**src/core/pulse_timing_pkg.sv**
```systemverilog
// package: constants and carriers for the pulse measure and emit block
package pulse_timing_pkg;
  localparam int unsigned CLK_HZ         = 250_000_000;
  localparam int unsigned REF_HZ         = 4_000_000;
  localparam int unsigned UNIT_NS_AT_REF = 10_000;
  localparam int unsigned CLK_NS         = 4;
  localparam int unsigned SPEED_W        = 3;
  localparam int unsigned SPEED_MAX      = 4;
  localparam int unsigned UNIT_CYC_AT_REF = UNIT_NS_AT_REF / CLK_NS;
  localparam int unsigned COUNT_W        = 16;
  localparam logic [COUNT_W-1:0] COUNT_MAX = 16'hffff;
  localparam logic [COUNT_W-1:0] COUNT_ZERO = 16'h0000;

  typedef struct packed {
    logic                 edge_rise;
    logic [SPEED_W-1:0]   speed;
  } measure_req_t;

  typedef struct packed {
    logic [COUNT_W-1:0]   length;
    logic [SPEED_W-1:0]   speed;
  } emit_req_t;
endpackage : pulse_timing_pkg

```
**src/core/pulse_measure_emit.sv**
```systemverilog
// pulse width measurement and timed pulse emission on pins
`timescale 1ns/1ps
// Contract
// - measure times one pulse on the pin and returns count in units
// - edge select 1 starts on rising edge, 0 on falling edge
// - no completed pulse before timeout returns zero
// - unit and timeout scale inversely with clock speed setting
// - emit accepts length 0 to 65535 units, scaled with clock
// - emitted pulse is inverse of prior output level
// - emit forces pin direction to output on the same clock edge that the pulse starts
// - success result lies in 1 to 65535; timeout gives zero
module pulse_measure_emit
  import pulse_timing_pkg::*;
#(
  parameter int unsigned BASE_CYC = UNIT_CYC_AT_REF
) (
  // clock and reset
  input  wire logic               clk,
  input  wire logic               sys_rst,
  // measure request and answer
  input  wire logic               meas_start,
  input  wire measure_req_t       meas_req,
  output logic                    meas_busy,
  output logic                    meas_done,
  output logic [COUNT_W-1:0]      meas_result,
  // emit request and answer
  input  wire logic               emit_start,
  input  wire emit_req_t          emit_req,
  output logic                    emit_busy,
  output logic                    emit_done,
  // measured pin
  input  wire logic               meas_pin_in,
  // emitted pin
  input  wire logic               emit_level_idle,
  output logic                    emit_pin_out,
  output logic                    emit_pin_oe
);
  typedef enum logic [1:0] {M_IDLE, M_ARM, M_TIME} meas_state_t;
  typedef enum logic [0:0] {E_IDLE, E_PULSE} emit_state_t;

  meas_state_t        m_state_r;
  emit_state_t        e_state_r;
  logic               m_rise_r;
  logic [SPEED_W-1:0] m_speed_r;
  logic [SPEED_W-1:0] e_speed_r;
  logic               pin_prev_r;
  logic [COUNT_W-1:0] m_cnt_r;
  logic [COUNT_W-1:0] to_cnt_r;
  logic [COUNT_W-1:0] e_cnt_r;
  logic               e_level_r;
  logic               e_oe_r;
  logic               m_tick;
  logic               e_tick;
  logic               start_edge;
  logic               end_edge;
  logic               timeout;

  initial begin
    if (BASE_CYC < (1 << SPEED_MAX)) $error("pulse_measure_emit: bad BASE_CYC");
  end

  unit_tick #(.BASE_CYC(BASE_CYC)) u_meas_tick (
    .clk    (clk),
    .sys_rst(sys_rst),
    .run    (m_state_r != M_IDLE),
    .speed  (m_speed_r),
    .tick   (m_tick)
  );

  unit_tick #(.BASE_CYC(BASE_CYC)) u_emit_tick (
    .clk    (clk),
    .sys_rst(sys_rst),
    .run    (e_state_r == E_PULSE),
    .speed  (e_speed_r),
    .tick   (e_tick)
  );

  always_ff @(posedge clk) begin
    if (sys_rst) pin_prev_r <= 1'b0;
    else pin_prev_r <= meas_pin_in;
  end

  assign start_edge = m_rise_r ? (!pin_prev_r && meas_pin_in) : (pin_prev_r && !meas_pin_in);
  assign end_edge   = m_rise_r ? (pin_prev_r && !meas_pin_in) : (!pin_prev_r && meas_pin_in);
  assign timeout    = m_tick && (to_cnt_r == COUNT_MAX);
  assign meas_busy  = (m_state_r != M_IDLE);

  // measure state and timeout window, one timeout per request
  always_ff @(posedge clk) begin
    if (sys_rst) begin
      m_state_r <= M_IDLE;
      m_rise_r  <= 1'b0;
      m_speed_r <= '0;
      m_cnt_r   <= COUNT_ZERO;
      to_cnt_r  <= COUNT_ZERO;
    end else begin
      case (m_state_r)
        M_IDLE: begin
          if (meas_start) begin
            m_state_r <= M_ARM;
            m_rise_r  <= meas_req.edge_rise;
            m_speed_r <= (meas_req.speed > 3'(SPEED_MAX)) ? 3'(SPEED_MAX) : meas_req.speed;
            m_cnt_r   <= COUNT_ZERO;
            to_cnt_r  <= COUNT_ZERO;
          end
        end
        M_ARM: begin
          if (m_tick) to_cnt_r <= to_cnt_r + 16'h0001;
          if (timeout) m_state_r <= M_IDLE;
          else if (start_edge) m_state_r <= M_TIME;
        end
        M_TIME: begin
          if (m_tick) to_cnt_r <= to_cnt_r + 16'h0001;
          if (m_tick && m_cnt_r != COUNT_MAX) m_cnt_r <= m_cnt_r + 16'h0001;
          if (end_edge || timeout) m_state_r <= M_IDLE;
        end
        default: m_state_r <= M_IDLE;
      endcase
    end
  end

  // measure answer
  always_ff @(posedge clk) begin
    if (sys_rst) begin
      meas_done   <= 1'b0;
      meas_result <= COUNT_ZERO;
    end else begin
      meas_done <= 1'b0;
      if (m_state_r == M_TIME && end_edge && !timeout) begin
        meas_done   <= 1'b1;
        meas_result <= (m_cnt_r == COUNT_ZERO) ? 16'h0001 : m_cnt_r;
      end else if (m_state_r != M_IDLE && timeout) begin
        meas_done   <= 1'b1;
        meas_result <= COUNT_ZERO;
      end
    end
  end

  assign emit_busy    = (e_state_r == E_PULSE);
  assign emit_pin_out = e_level_r;
  assign emit_pin_oe  = e_oe_r;

  // emit sequence
  always_ff @(posedge clk) begin
    if (sys_rst) begin
      e_state_r <= E_IDLE;
      e_speed_r <= '0;
      e_cnt_r   <= COUNT_ZERO;
      e_level_r <= 1'b0;
      e_oe_r    <= 1'b0;
      emit_done <= 1'b0;
    end else begin
      emit_done <= 1'b0;
      case (e_state_r)
        E_IDLE: begin
          if (!e_oe_r) e_level_r <= emit_level_idle;
          if (emit_start) begin
            e_oe_r <= 1'b1;
            e_speed_r <= (emit_req.speed > 3'(SPEED_MAX)) ? 3'(SPEED_MAX) : emit_req.speed;
            if (emit_req.length == COUNT_ZERO) begin
              emit_done <= 1'b1;
            end else begin
              e_cnt_r   <= emit_req.length;
              e_level_r <= !(e_oe_r ? e_level_r : emit_level_idle);
              e_state_r <= E_PULSE;
            end
          end
        end
        E_PULSE: begin
          if (e_tick) begin
            e_cnt_r <= e_cnt_r - 16'h0001;
            if (e_cnt_r == 16'h0001) begin
              e_level_r <= !e_level_r;
              emit_done <= 1'b1;
              e_state_r <= E_IDLE;
            end
          end
        end
        default: e_state_r <= E_IDLE;
      endcase
    end
  end

  chk_timeout_zero: assert property (@(posedge clk) disable iff (sys_rst)
    (meas_busy && timeout) |=> (meas_done && meas_result == COUNT_ZERO))
    else $error("timeout did not give zero");
  chk_result_nonzero: assert property (@(posedge clk) disable iff (sys_rst)
    ($past(m_state_r) == M_TIME && meas_done && !$past(timeout)) |-> meas_result != COUNT_ZERO)
    else $error("measured pulse gave zero");
  chk_stop_edge: assert property (@(posedge clk) disable iff (sys_rst)
    (m_state_r == M_TIME && end_edge) |=> (m_state_r == M_IDLE && meas_done))
    else $error("measure missed ending edge");
  chk_start_rise: assert property (@(posedge clk) disable iff (sys_rst)
    (m_state_r == M_ARM && m_rise_r && $rose(meas_pin_in) && !timeout) |=> m_state_r == M_TIME)
    else $error("rising start edge not taken");
  chk_count_grow: assert property (@(posedge clk) disable iff (sys_rst)
    (m_state_r == M_TIME && m_tick && m_cnt_r != COUNT_MAX && !end_edge && !timeout) |=>
      m_cnt_r == $past(m_cnt_r) + 16'h0001)
    else $error("measure count did not advance");
  chk_start_fall: assert property (@(posedge clk) disable iff (sys_rst)
    (m_state_r == M_ARM && !m_rise_r && $fell(meas_pin_in) && !timeout) |=> m_state_r == M_TIME)
    else $error("falling start edge not taken");
  chk_arm_wait: assert property (@(posedge clk) disable iff (sys_rst)
    (m_state_r == M_ARM && !timeout && !(m_rise_r ? $rose(meas_pin_in) : $fell(meas_pin_in))) |=> m_state_r == M_ARM)
    else $error("measure started on wrong edge");
  chk_emit_invert: assert property (@(posedge clk) disable iff (sys_rst)
    (e_state_r == E_IDLE && emit_start && emit_req.length != COUNT_ZERO) |=>
      emit_pin_out == !($past(e_oe_r) ? $past(emit_pin_out) : $past(emit_level_idle)))
    else $error("pulse not inverted");
  chk_emit_zero: assert property (@(posedge clk) disable iff (sys_rst)
    (e_state_r == E_IDLE && emit_start && emit_req.length == COUNT_ZERO) |=> (emit_done && e_state_r == E_IDLE))
    else $error("zero length emit not finished");
  chk_emit_oe: assert property (@(posedge clk) disable iff (sys_rst)
    (e_state_r == E_IDLE && emit_start) |=> emit_pin_oe)
    else $error("pin not made output");
  chk_emit_restore: assert property (@(posedge clk) disable iff (sys_rst)
    (e_state_r == E_PULSE && e_tick && e_cnt_r == 16'h0001) |=> (emit_done && emit_pin_out != $past(emit_pin_out)))
    else $error("pulse end not restored");
  chk_emit_hold: assert property (@(posedge clk) disable iff (sys_rst)
    (e_state_r == E_PULSE && !e_tick) |=> emit_pin_out == $past(emit_pin_out))
    else $error("pulse level moved early");
endmodule : pulse_measure_emit

```
**src/core/unit_tick.sv**
```systemverilog
// time unit tick generator scaled by clock speed setting
`timescale 1ns/1ps
module unit_tick
  import pulse_timing_pkg::*;
#(
  parameter int unsigned BASE_CYC = UNIT_CYC_AT_REF
) (
  // clock and reset
  input  wire logic               clk,
  input  wire logic               sys_rst,
  // control
  input  wire logic               run,
  input  wire logic [SPEED_W-1:0] speed,
  // tick out
  output logic                    tick
);
  initial begin
    if (BASE_CYC < (1 << SPEED_MAX) || BASE_CYC > 65535) $error("unit_tick: bad BASE_CYC");
  end

  logic [15:0] div_r;
  logic [15:0] limit;

  always_comb begin
    limit = 16'(BASE_CYC >> speed) - 16'h0001;
  end

  assign tick = run && (div_r == limit);

  always_ff @(posedge clk) begin
    if (sys_rst || !run || tick) begin
      div_r <= 16'h0000;
    end else begin
      div_r <= div_r + 16'h0001;
    end
  end
endmodule : unit_tick

```
**config.mk**
```make
export PLATFORM = sky130hd
export DESIGN_NAME = pulse_measure_emit
export DESIGN_NICKNAME = d
export VERILOG_FILES = /design/src/core/pulse_timing_pkg.sv /design/src/core/pulse_measure_emit.sv /design/src/core/unit_tick.sv
export SDC_FILE = /design/constraint.sdc
export NUM_CORES = 1
export LEC_CHECK = 0
export ABC_AREA = 1
export ABC_CLOCK_PERIOD_IN_PS = 3500
export BUFFER_PORTS_ARGS = -buffer_cell sky130_fd_sc_hd__buf_2
export CORE_AREA = 4 4 117 119
export CTS_CLUSTER_DIAMETER = 40
export DETAILED_ROUTE_END_ITERATION = 10
export DIE_AREA = 0 0 121 123
export PLACE_DENSITY = 0.73
export SYNTH_ARGS = -nofsm -noshare
export SYNTH_HDL_FRONTEND = slang
export SYNTH_SLANG_ARGS = --single-unit
```
**constraint.sdc**
```tcl
create_clock -name clk -period 3.5 [get_ports clk]
set_input_delay 0.525 -clock clk [delete_from_list [all_inputs] [get_ports clk]]
set_output_delay 0.525 -clock clk [all_outputs]
set_load 0.1 [all_outputs]
```
==> results of run 1 <==
==> synthesized netlist by cell type, types with 4 or more instances <==
master	n	area, um2
buf_4	5	37.5
xnor2_1	8	70.1
nor3_1	27	135
dfxtp_1	111	2220
nor3b_1	4	30.0
nor2_2	4	25.0
a21oi_1	77	385
o21ai_0	44	220
inv_1	99	372
clkbuf_1	15	56.3
nor4_1	11	68.8
nand4_1	16	100
o21ai_1	4	20.0
ha_1	22	275
buf_2	4	20.0
nand2_2	5	31.3
xor2_1	33	289
buf_6	5	56.3
nand2_1	238	893
a31oi_1	4	25.0
nor2_1	148	556
or2_2	7	43.8
nand3_1	70	350
==> registers in the layout, indices dropped and copies added, names as in the netlist, 2 cells and up <==
name	flops
m_speed_r	3
m_cnt_r	16
meas_result	16
e_cnt_r	16
u_meas_tick.div_r	16
m_state_r	2
to_cnt_r	16
u_emit_tick.div_r	16
e_speed_r	3
==> routing by layer <==
metal | up-vias | part of all wire
li1 | 3304 | -
met1 | 2718 | 0.48
met2 | 125 | 0.45
met3 | 23 | 0.055
met4 | 2 | 0.017
met5 | - | 0.00048
==> critical path: stages, from the launching register on <==
cell and delay (ns):
dfxtp_1 0.45, inv_1 0.13, ha_1 0.25, nand2_1 0.09, nand2_1 0.07, inv_1 0.06
ha_1 0.24, nand2_1 0.07, inv_1 0.04, nor2_1 0.08, and2_1 0.12, nand4_1 0.08
nor2_2 0.14, nand3_2 0.12, nand2_1 0.10, nand2_2 0.19, inv_2 0.27, nand2_1 0.12
o21ai_0 0.17, nor2_1 0.05
==> where the power goes <==
part           switching (W)  internal, W
Clock               0.000502     0.000570
Sequential         0.0000751      0.00133
Combinational       0.000914     0.000347
Total                0.00149      0.00225
==> cells by family (layout without fill, tap and decap cells) <==
family / Yosys count / in the layout / share of synthesized area
AO/OA/AOI/OAI: 142 / 142 / 0.116
adder cells (fa/ha/maj): 22 / 22 / 0.0417
buffers and inverters: 136 / 181 / 0.0874
AND/OR/NAND/NOR: 547 / 547 / 0.360
flip-flops: 111 / 111 / 0.337
XOR/XNOR: 42 / 42 / 0.0578
==> final timing paths <==
| path | startpoint | end | slack, ns | depth (start not counted) |
|---|---|---|---|---|
| setup / recovery | m_speed_r[0] | to_cnt_r[10] | 0.56 | 19 |
| setup reg to reg | m_speed_r[0] | to_cnt_r[10] | 0.56 | 19 |
| hold / removal | emit_req[2] | e_speed_r[2] | 0.44 | 3 |
| hold reg to reg | meas_result[7] | meas_result[7] | 0.46 | 2 |
==> final cells by class <==
type,instances,area [um2]
Clock inverter,7,88.8
Tap cell,172,215
Sequential cell,111,2220
Timing Repair Buffer,58,310
Multi-Input combinational cell,753,3800
Inverter,107,407
Clock buffer,9,225
Fill cell,1230,5300
==> per-stage QoR <==
step | cells | worst slack, ns
detailed placement | 1201 | 0.543
CTS | 1217 | 0.537
floorplan | 1000 | 1.03
finish | 1217 | 0.557
global route | 1217 | 0.164
global placement | 1201 | 0.635
==> impl_metrics.csv, run 1 <==
group,metric,value,unit
placed_design,gp_congestion,0.896,
sta,final_min_period_over_clock_period,0.841,
floorplanning,die_area,0.0149,mm2
final_layout,finish.utilization,0.578,
worst_setup_path,critPathCaptureType,"flop",
yosys,yosys_most_used_dff,"dfxtp_1",
global_route,grt_pass1_wl,25.3,mm
route,detail_route.vias_per_cell,5.07,
global_route,groute.layer.met3.usage,0.0549,
cts,cts_root_buffer,"clkbuf_16",
sta,max_clock_freq,340,MHz
floorplanning,die_h,123,um
power,max-vdd-ir-drop,0.336,mV
worst_setup_path,cp_max_fo,16,
yosys,synth.ff_latch_count,111,
outcome,status,"complete, no violations",
cts,clock_sinks,111,
floorplanning,placement_rows,41,
cts,cts_max_level,3,
final_layout,final_common_cell,"nand2_1",
cts,worst_skew_pair.late_latency,0.37,ns
worst_setup_path,required_time_at_the_endpoint_of_the_critical_path,3.76,ns
power,leakage,2.93,nW
sta,max_slew_margin,0.573,
sta,fin_hold_ws,0.437,ns
cts,cts.repair.resized,0,
sta,setup_tns,0,ns
global_route,number_of_antenna_violations_at_the_first_check_in_global_routing,1,
placed_design,port_buffers,50,
sta,worst_slew_pin_slew,0.635,ns
cts,cts_tree,"yes",
route,detail-route-antenna-nets,0,
final_layout,drive_above_1_share,0.102,
worst_setup_path,worst-endpoint-arrival,3.20,ns
yosys,yosysSeqAreaShare,0.337,
final_layout,design_area,0.00727,mm2
final_layout,most-common-layout-cells,"nand2_1, nor2_1, dfxtp_1, inv_1, a21oi_1",
route,wl_per_cell,12.0,um
global_route,grt.met2_usage,0.349,
yosys,ys.warnings.count,0,
yosys,mappedNetlistNets,1051,
floorplanning,starting_density,0.525,
placed_design,place_hpwl,10.8,mm
floorplanning,boundaryPins,51,
final_layout,antenna-diode-count,0,
route,finalWirelength,14.6,mm
yosys,synth-async-reset-ratio,0,
global_route,grtUsageTotal,0.207,
sta,rsz0062_at_grt,"false",
sta,period_minus_slack,2.94,ns
yosys,avgSynthCellArea,6.60,um2
power,total_power,0.00374,W
sta,worst_skew,0.0124,ns
yosys,synthesis.instances,1000,
route,post-route-drc-count,0,
sta,hold_viol,0,
global_route,grt.overflow.total,0,
yosys,synth_edf_count,0,
yosys,yosys.cell_types.count,43,
global_route,met1_usage,0.262,
floorplanning,floorplan_core_area,0.0126,mm2
route,first_iter_violations,407,
floorplanning,floorplan_die_width,121,um
worst_setup_path,criticalPathCategory,"reg2reg",
job,max-cap-violations,0,
cts,cts_inserted_buffers,9,
final_layout,area.growth.synth_to_final,10.1,%
global_route,first_global_vias,5672,
cts,post-cts-setup-buffer-count,0,
route,routed-via-count,6172,
yosys,post_synth_instance_area,0.00660,mm2
cts,post_cts_hold_buffer_count,0,
cts,cts-root-to-sink-buffers,2,
power,powerDensity,514,mW/mm2
final_layout,final_net_count,1091,
sta,finalSetupViolations,0,
placed_design,dpl-instance-area,0.00695,mm2
sta,timing_max_transition_violations_final,0,
worst_setup_path,crit_path_start_kind,"flop",
cts,cts_clock_pin_slew_for_the_worst_setup_and_hold_paths,0.08,ns
global_route,largest_net_degree_at_the_start_of_global_routing,53,
global_route,global_route.peak_usage_layer,"met2",
route,drtPass1Iterations,5,
min_path,timing.hold.worst.class,"in2reg",
Note: power is estimated with default switching activity, not from simulation.
==> run 2, diff against run 1 <==
ABC_AREA = 0   (was 1)
ABC_CLOCK_PERIOD_IN_PS = 2800   (was 3500)
CORE_AREA = 4 4 114 116   (was 4 4 117 119)
DIE_AREA = 0 0 118 120   (was 0 0 121 123)
clock period = 2.8 ns   (was 3.5 ns; I/O delays follow)
==> run 2 against run 1 <==
  * The flow now finishes with violations (negative setup slack)
  * Count of clock-buffer cells in the layout is the same
  * Largest power group unchanged
  * Critical endpoint is now to_cnt_r[13]
  * Highest routed layer is now met4
  * Synthesized cell count shrank 24%
  * Maximum frequency shrank 0.20%
  * Combinational power shrank 23%
  * Clock power grew 30%
  * Routed wire length grew 13%
  * Hold slack lost 0.14 ns
==> impl_metrics.csv, run 2 <==
group,metric,value,unit
final_layout,reg_area,0.00223,mm2
floorplanning,floorplan_die_width,118,um
route,post-route-drc-count,0,
worst_setup_path,cp_max_fo,8,
placed_design,placement.setup.worst_slack,-0.286,ns
final_layout,antenna-diode-count,0,
outcome,status,"complete, but fails checks",
outcome,violated_checks,"negative setup slack",
final_layout,design_area,0.00774,mm2
worst_setup_path,rrSetupSlack,-0.15,ns
global_route,grtUsageTotal,0.218,
cts,clock_sinks,111,
yosys,yosys_most_used_dff,"dfxtp_1",
yosys,post_synth_instance_area,0.00629,mm2
sta,rsz0062_at_grt,"true",
worst_setup_path,required_time_at_the_endpoint_of_the_critical_path,3.09,ns
final_layout,area.growth.synth_to_final,23.1,%
floorplanning,floorplan_core_area,0.0119,mm2
worst_setup_path,worst-endpoint-arrival,3.24,ns
final_layout,final_net_count,904,
floorplanning,die_h,120,um
yosys,list_of_most_frequent_post_synthesis_cells,"dfxtp_1, nor2_1, nand2_1",
yosys,synth.ff_latch_count,111,
worst_setup_path,crit_path_start_kind,"flop",
sta,worst_slew_pin_slew,1.11,ns
cts,worst_skew_pair.late_latency,0.36,ns
job,max-cap-violations,0,
yosys,synth_edf_count,0,
floorplanning,boundaryPins,51,
final_layout,final_common_cell,"dfxtp_1",
final_layout,drive_above_1_share,0.233,
yosys,fraction_of_synthesized_cell_area_taken_by_the_top_area_cell_type,0.354,
sta,final_setup_margin,-0.149,ns
final_layout,n_fill_cell,990,
global_route,largest_net_degree_at_the_start_of_global_routing,39,
power,max-vdd-ir-drop,0.413,mV
global_route,number_of_antenna_violations_at_the_first_check_in_global_routing,0,
cts,cts_inserted_buffers,9,
final_layout,multi_input_comb_area,0.00406,mm2
sta,max_clock_freq,339,MHz
route,detail_route.vias_per_cell,5.92,
cts,cts-root-to-sink-buffers,2,
route,detail-route-antenna-nets,0,
placed_design,place_hpwl,10.9,mm
floorplanning,die_area,0.0142,mm2
yosys,ys.warnings.count,0,
sta,finalSetupViolations,43,
global_route,first_global_vias,5568,
route,routed-via-count,5950,
worst_setup_path,critPathCaptureType,"flop",
final_layout,finish.utilization,0.650,
power,leakage,2.98,nW
yosys,synthTopCellsByArea,"dfxtp_1, nor2_1, xnor2_1",
global_route,grt_pass1_wl,26.1,mm
worst_setup_path,criticalPathCategory,"reg2reg",
placed_design,dpl-instance-area,0.00695,mm2
yosys,yosysMostFrequentCell,"dfxtp_1",
yosys,avgSynthCellArea,8.25,um2
yosys,mappedNetlistNets,813,
global_route,grt.overflow.total,0,
route,finalWirelength,16.5,mm
sta,worst_skew,0.0118,ns
sta,max_slew_margin,0.249,
floorplanning,starting_density,0.528,
min_path,timing.hold.worst.class,"in2reg",
route,first_iter_violations,384,
sta,final_min_period_over_clock_period,1.05,
cts,cts_tree,"yes",
sta,hold_viol,0,
floorplanning,placement_rows,40,
yosys,yosys.cell_types.count,78,
placed_design,gp_congestion,0.875,
final_layout,most-common-layout-cells,"dfxtp_1, nor2_1, nand2_1, buf_4, buf_2",
cts,cts_root_buffer,"clkbuf_16",
power,powerDensity,521,mW/mm2
yosys,synth-async-reset-ratio,0,
cts,cts_max_level,3,
yosys,synthesis.instances,762,
yosys,synth.largest_area_cell,"dfxtp_1",
sta,timing_max_transition_violations_final,0,
cts,cts_clock_pin_slew_for_the_worst_setup_and_hold_paths,0.08,ns
yosys,yosysSeqAreaShare,0.354,
placed_design,port_buffers,50,
route,drtPass1Iterations,4,
sta,period_minus_slack,2.95,ns
route,wl_per_cell,16.4,um
[run 2: cells by family (layout without fill, tap and decap cells)]
kind of cell,after synthesis,in the layout,synth area share
AND/OR/NAND/NOR,330,332,0.272
AO/OA/AOI/OAI,152,152,0.167
flip-flops,111,111,0.354
buffers and inverters,68,162,0.0476
XOR/XNOR,61,61,0.0872
adder cells (fa/ha/maj),22,22,0.0438
multiplexers,18,18,0.0287
[run 2: worst paths after layout]
check	start	to	cells past startpoint
worst max-delay path	m_speed_r[0]	to_cnt_r[13]	11
worst min-delay path	meas_pin_in	pin_prev_r	2
worst max register to register	m_speed_r[0]	to_cnt_r[13]	11
worst min register to register	m_cnt_r[0]	m_cnt_r[0]	2
[run 2: routing by layer]
layer | part of all wire | vias up | track usage
li1 | - | 2905 | -
met1 | 0.42 | 2825 | 0.270
met2 | 0.51 | 186 | 0.382
met3 | 0.049 | 34 | 0.0467
met4 | 0.018 | 0 | 0.0623
met5 | 0 | - | 0
[run 2: what timing repair did]
action / 4_1_cts / 5_1_grt
setup endpoints to repair: 61 / 83
setup buffers: 4 / 17
pin swaps: 12 / 30
cloned: 1 / 2
gates resized for setup: 20 / 42
hold buffers: 0 / 0
[run 2: report_power, final]
group          internal (W)  switching, W  leakage, nW
sequential          0.00162     0.0000512        0.901
combinational      0.000359      0.000614         1.93
clock              0.000725      0.000662        0.158
total               0.00271       0.00133         2.98
[run 2: area by class of cell]
type / count / area share
Inverter: 30 / 0.0152
Clock buffer: 9 / 0.0291
Multi-Input combinational cell: 585 / 0.524
Timing Repair Buffer: 116 / 0.107
Sequential cell: 111 / 0.288
Clock inverter: 7 / 0.0123
Tap cell: 147 / 0.0238
[run 2: critical path: stages, from the launching register on]
cell,delay [ns]
dfxtp_4,0.36
buf_4,0.16
mux2i_1,0.20
ha_2,0.28
xnor2_2,0.14
o211ai_1,0.12
a2111oi_2,0.37
and4_4,0.29
a31o_4,0.23
nand4_4,0.14
or4_1,0.45
a21oi_1,0.15
[run 2: through the flow]
step | hold WS, ns | instances | TNS (ns) | power [W]
2_1_floorplan | 0.447 | 762 | 0 | 0.00229
3_3_place_gp | 0.467 | 966 | -2.63 | 0.00253
3_5_place_dp | 0.467 | 966 | -7.62 | 0.00255
4_1_cts | 0.288 | 987 | -0.791 | 0.00397
5_1_grt | 0.312 | 1005 | -11.77 | 0.00421
6_report | 0.293 | 1005 | -3.37 | 0.00403
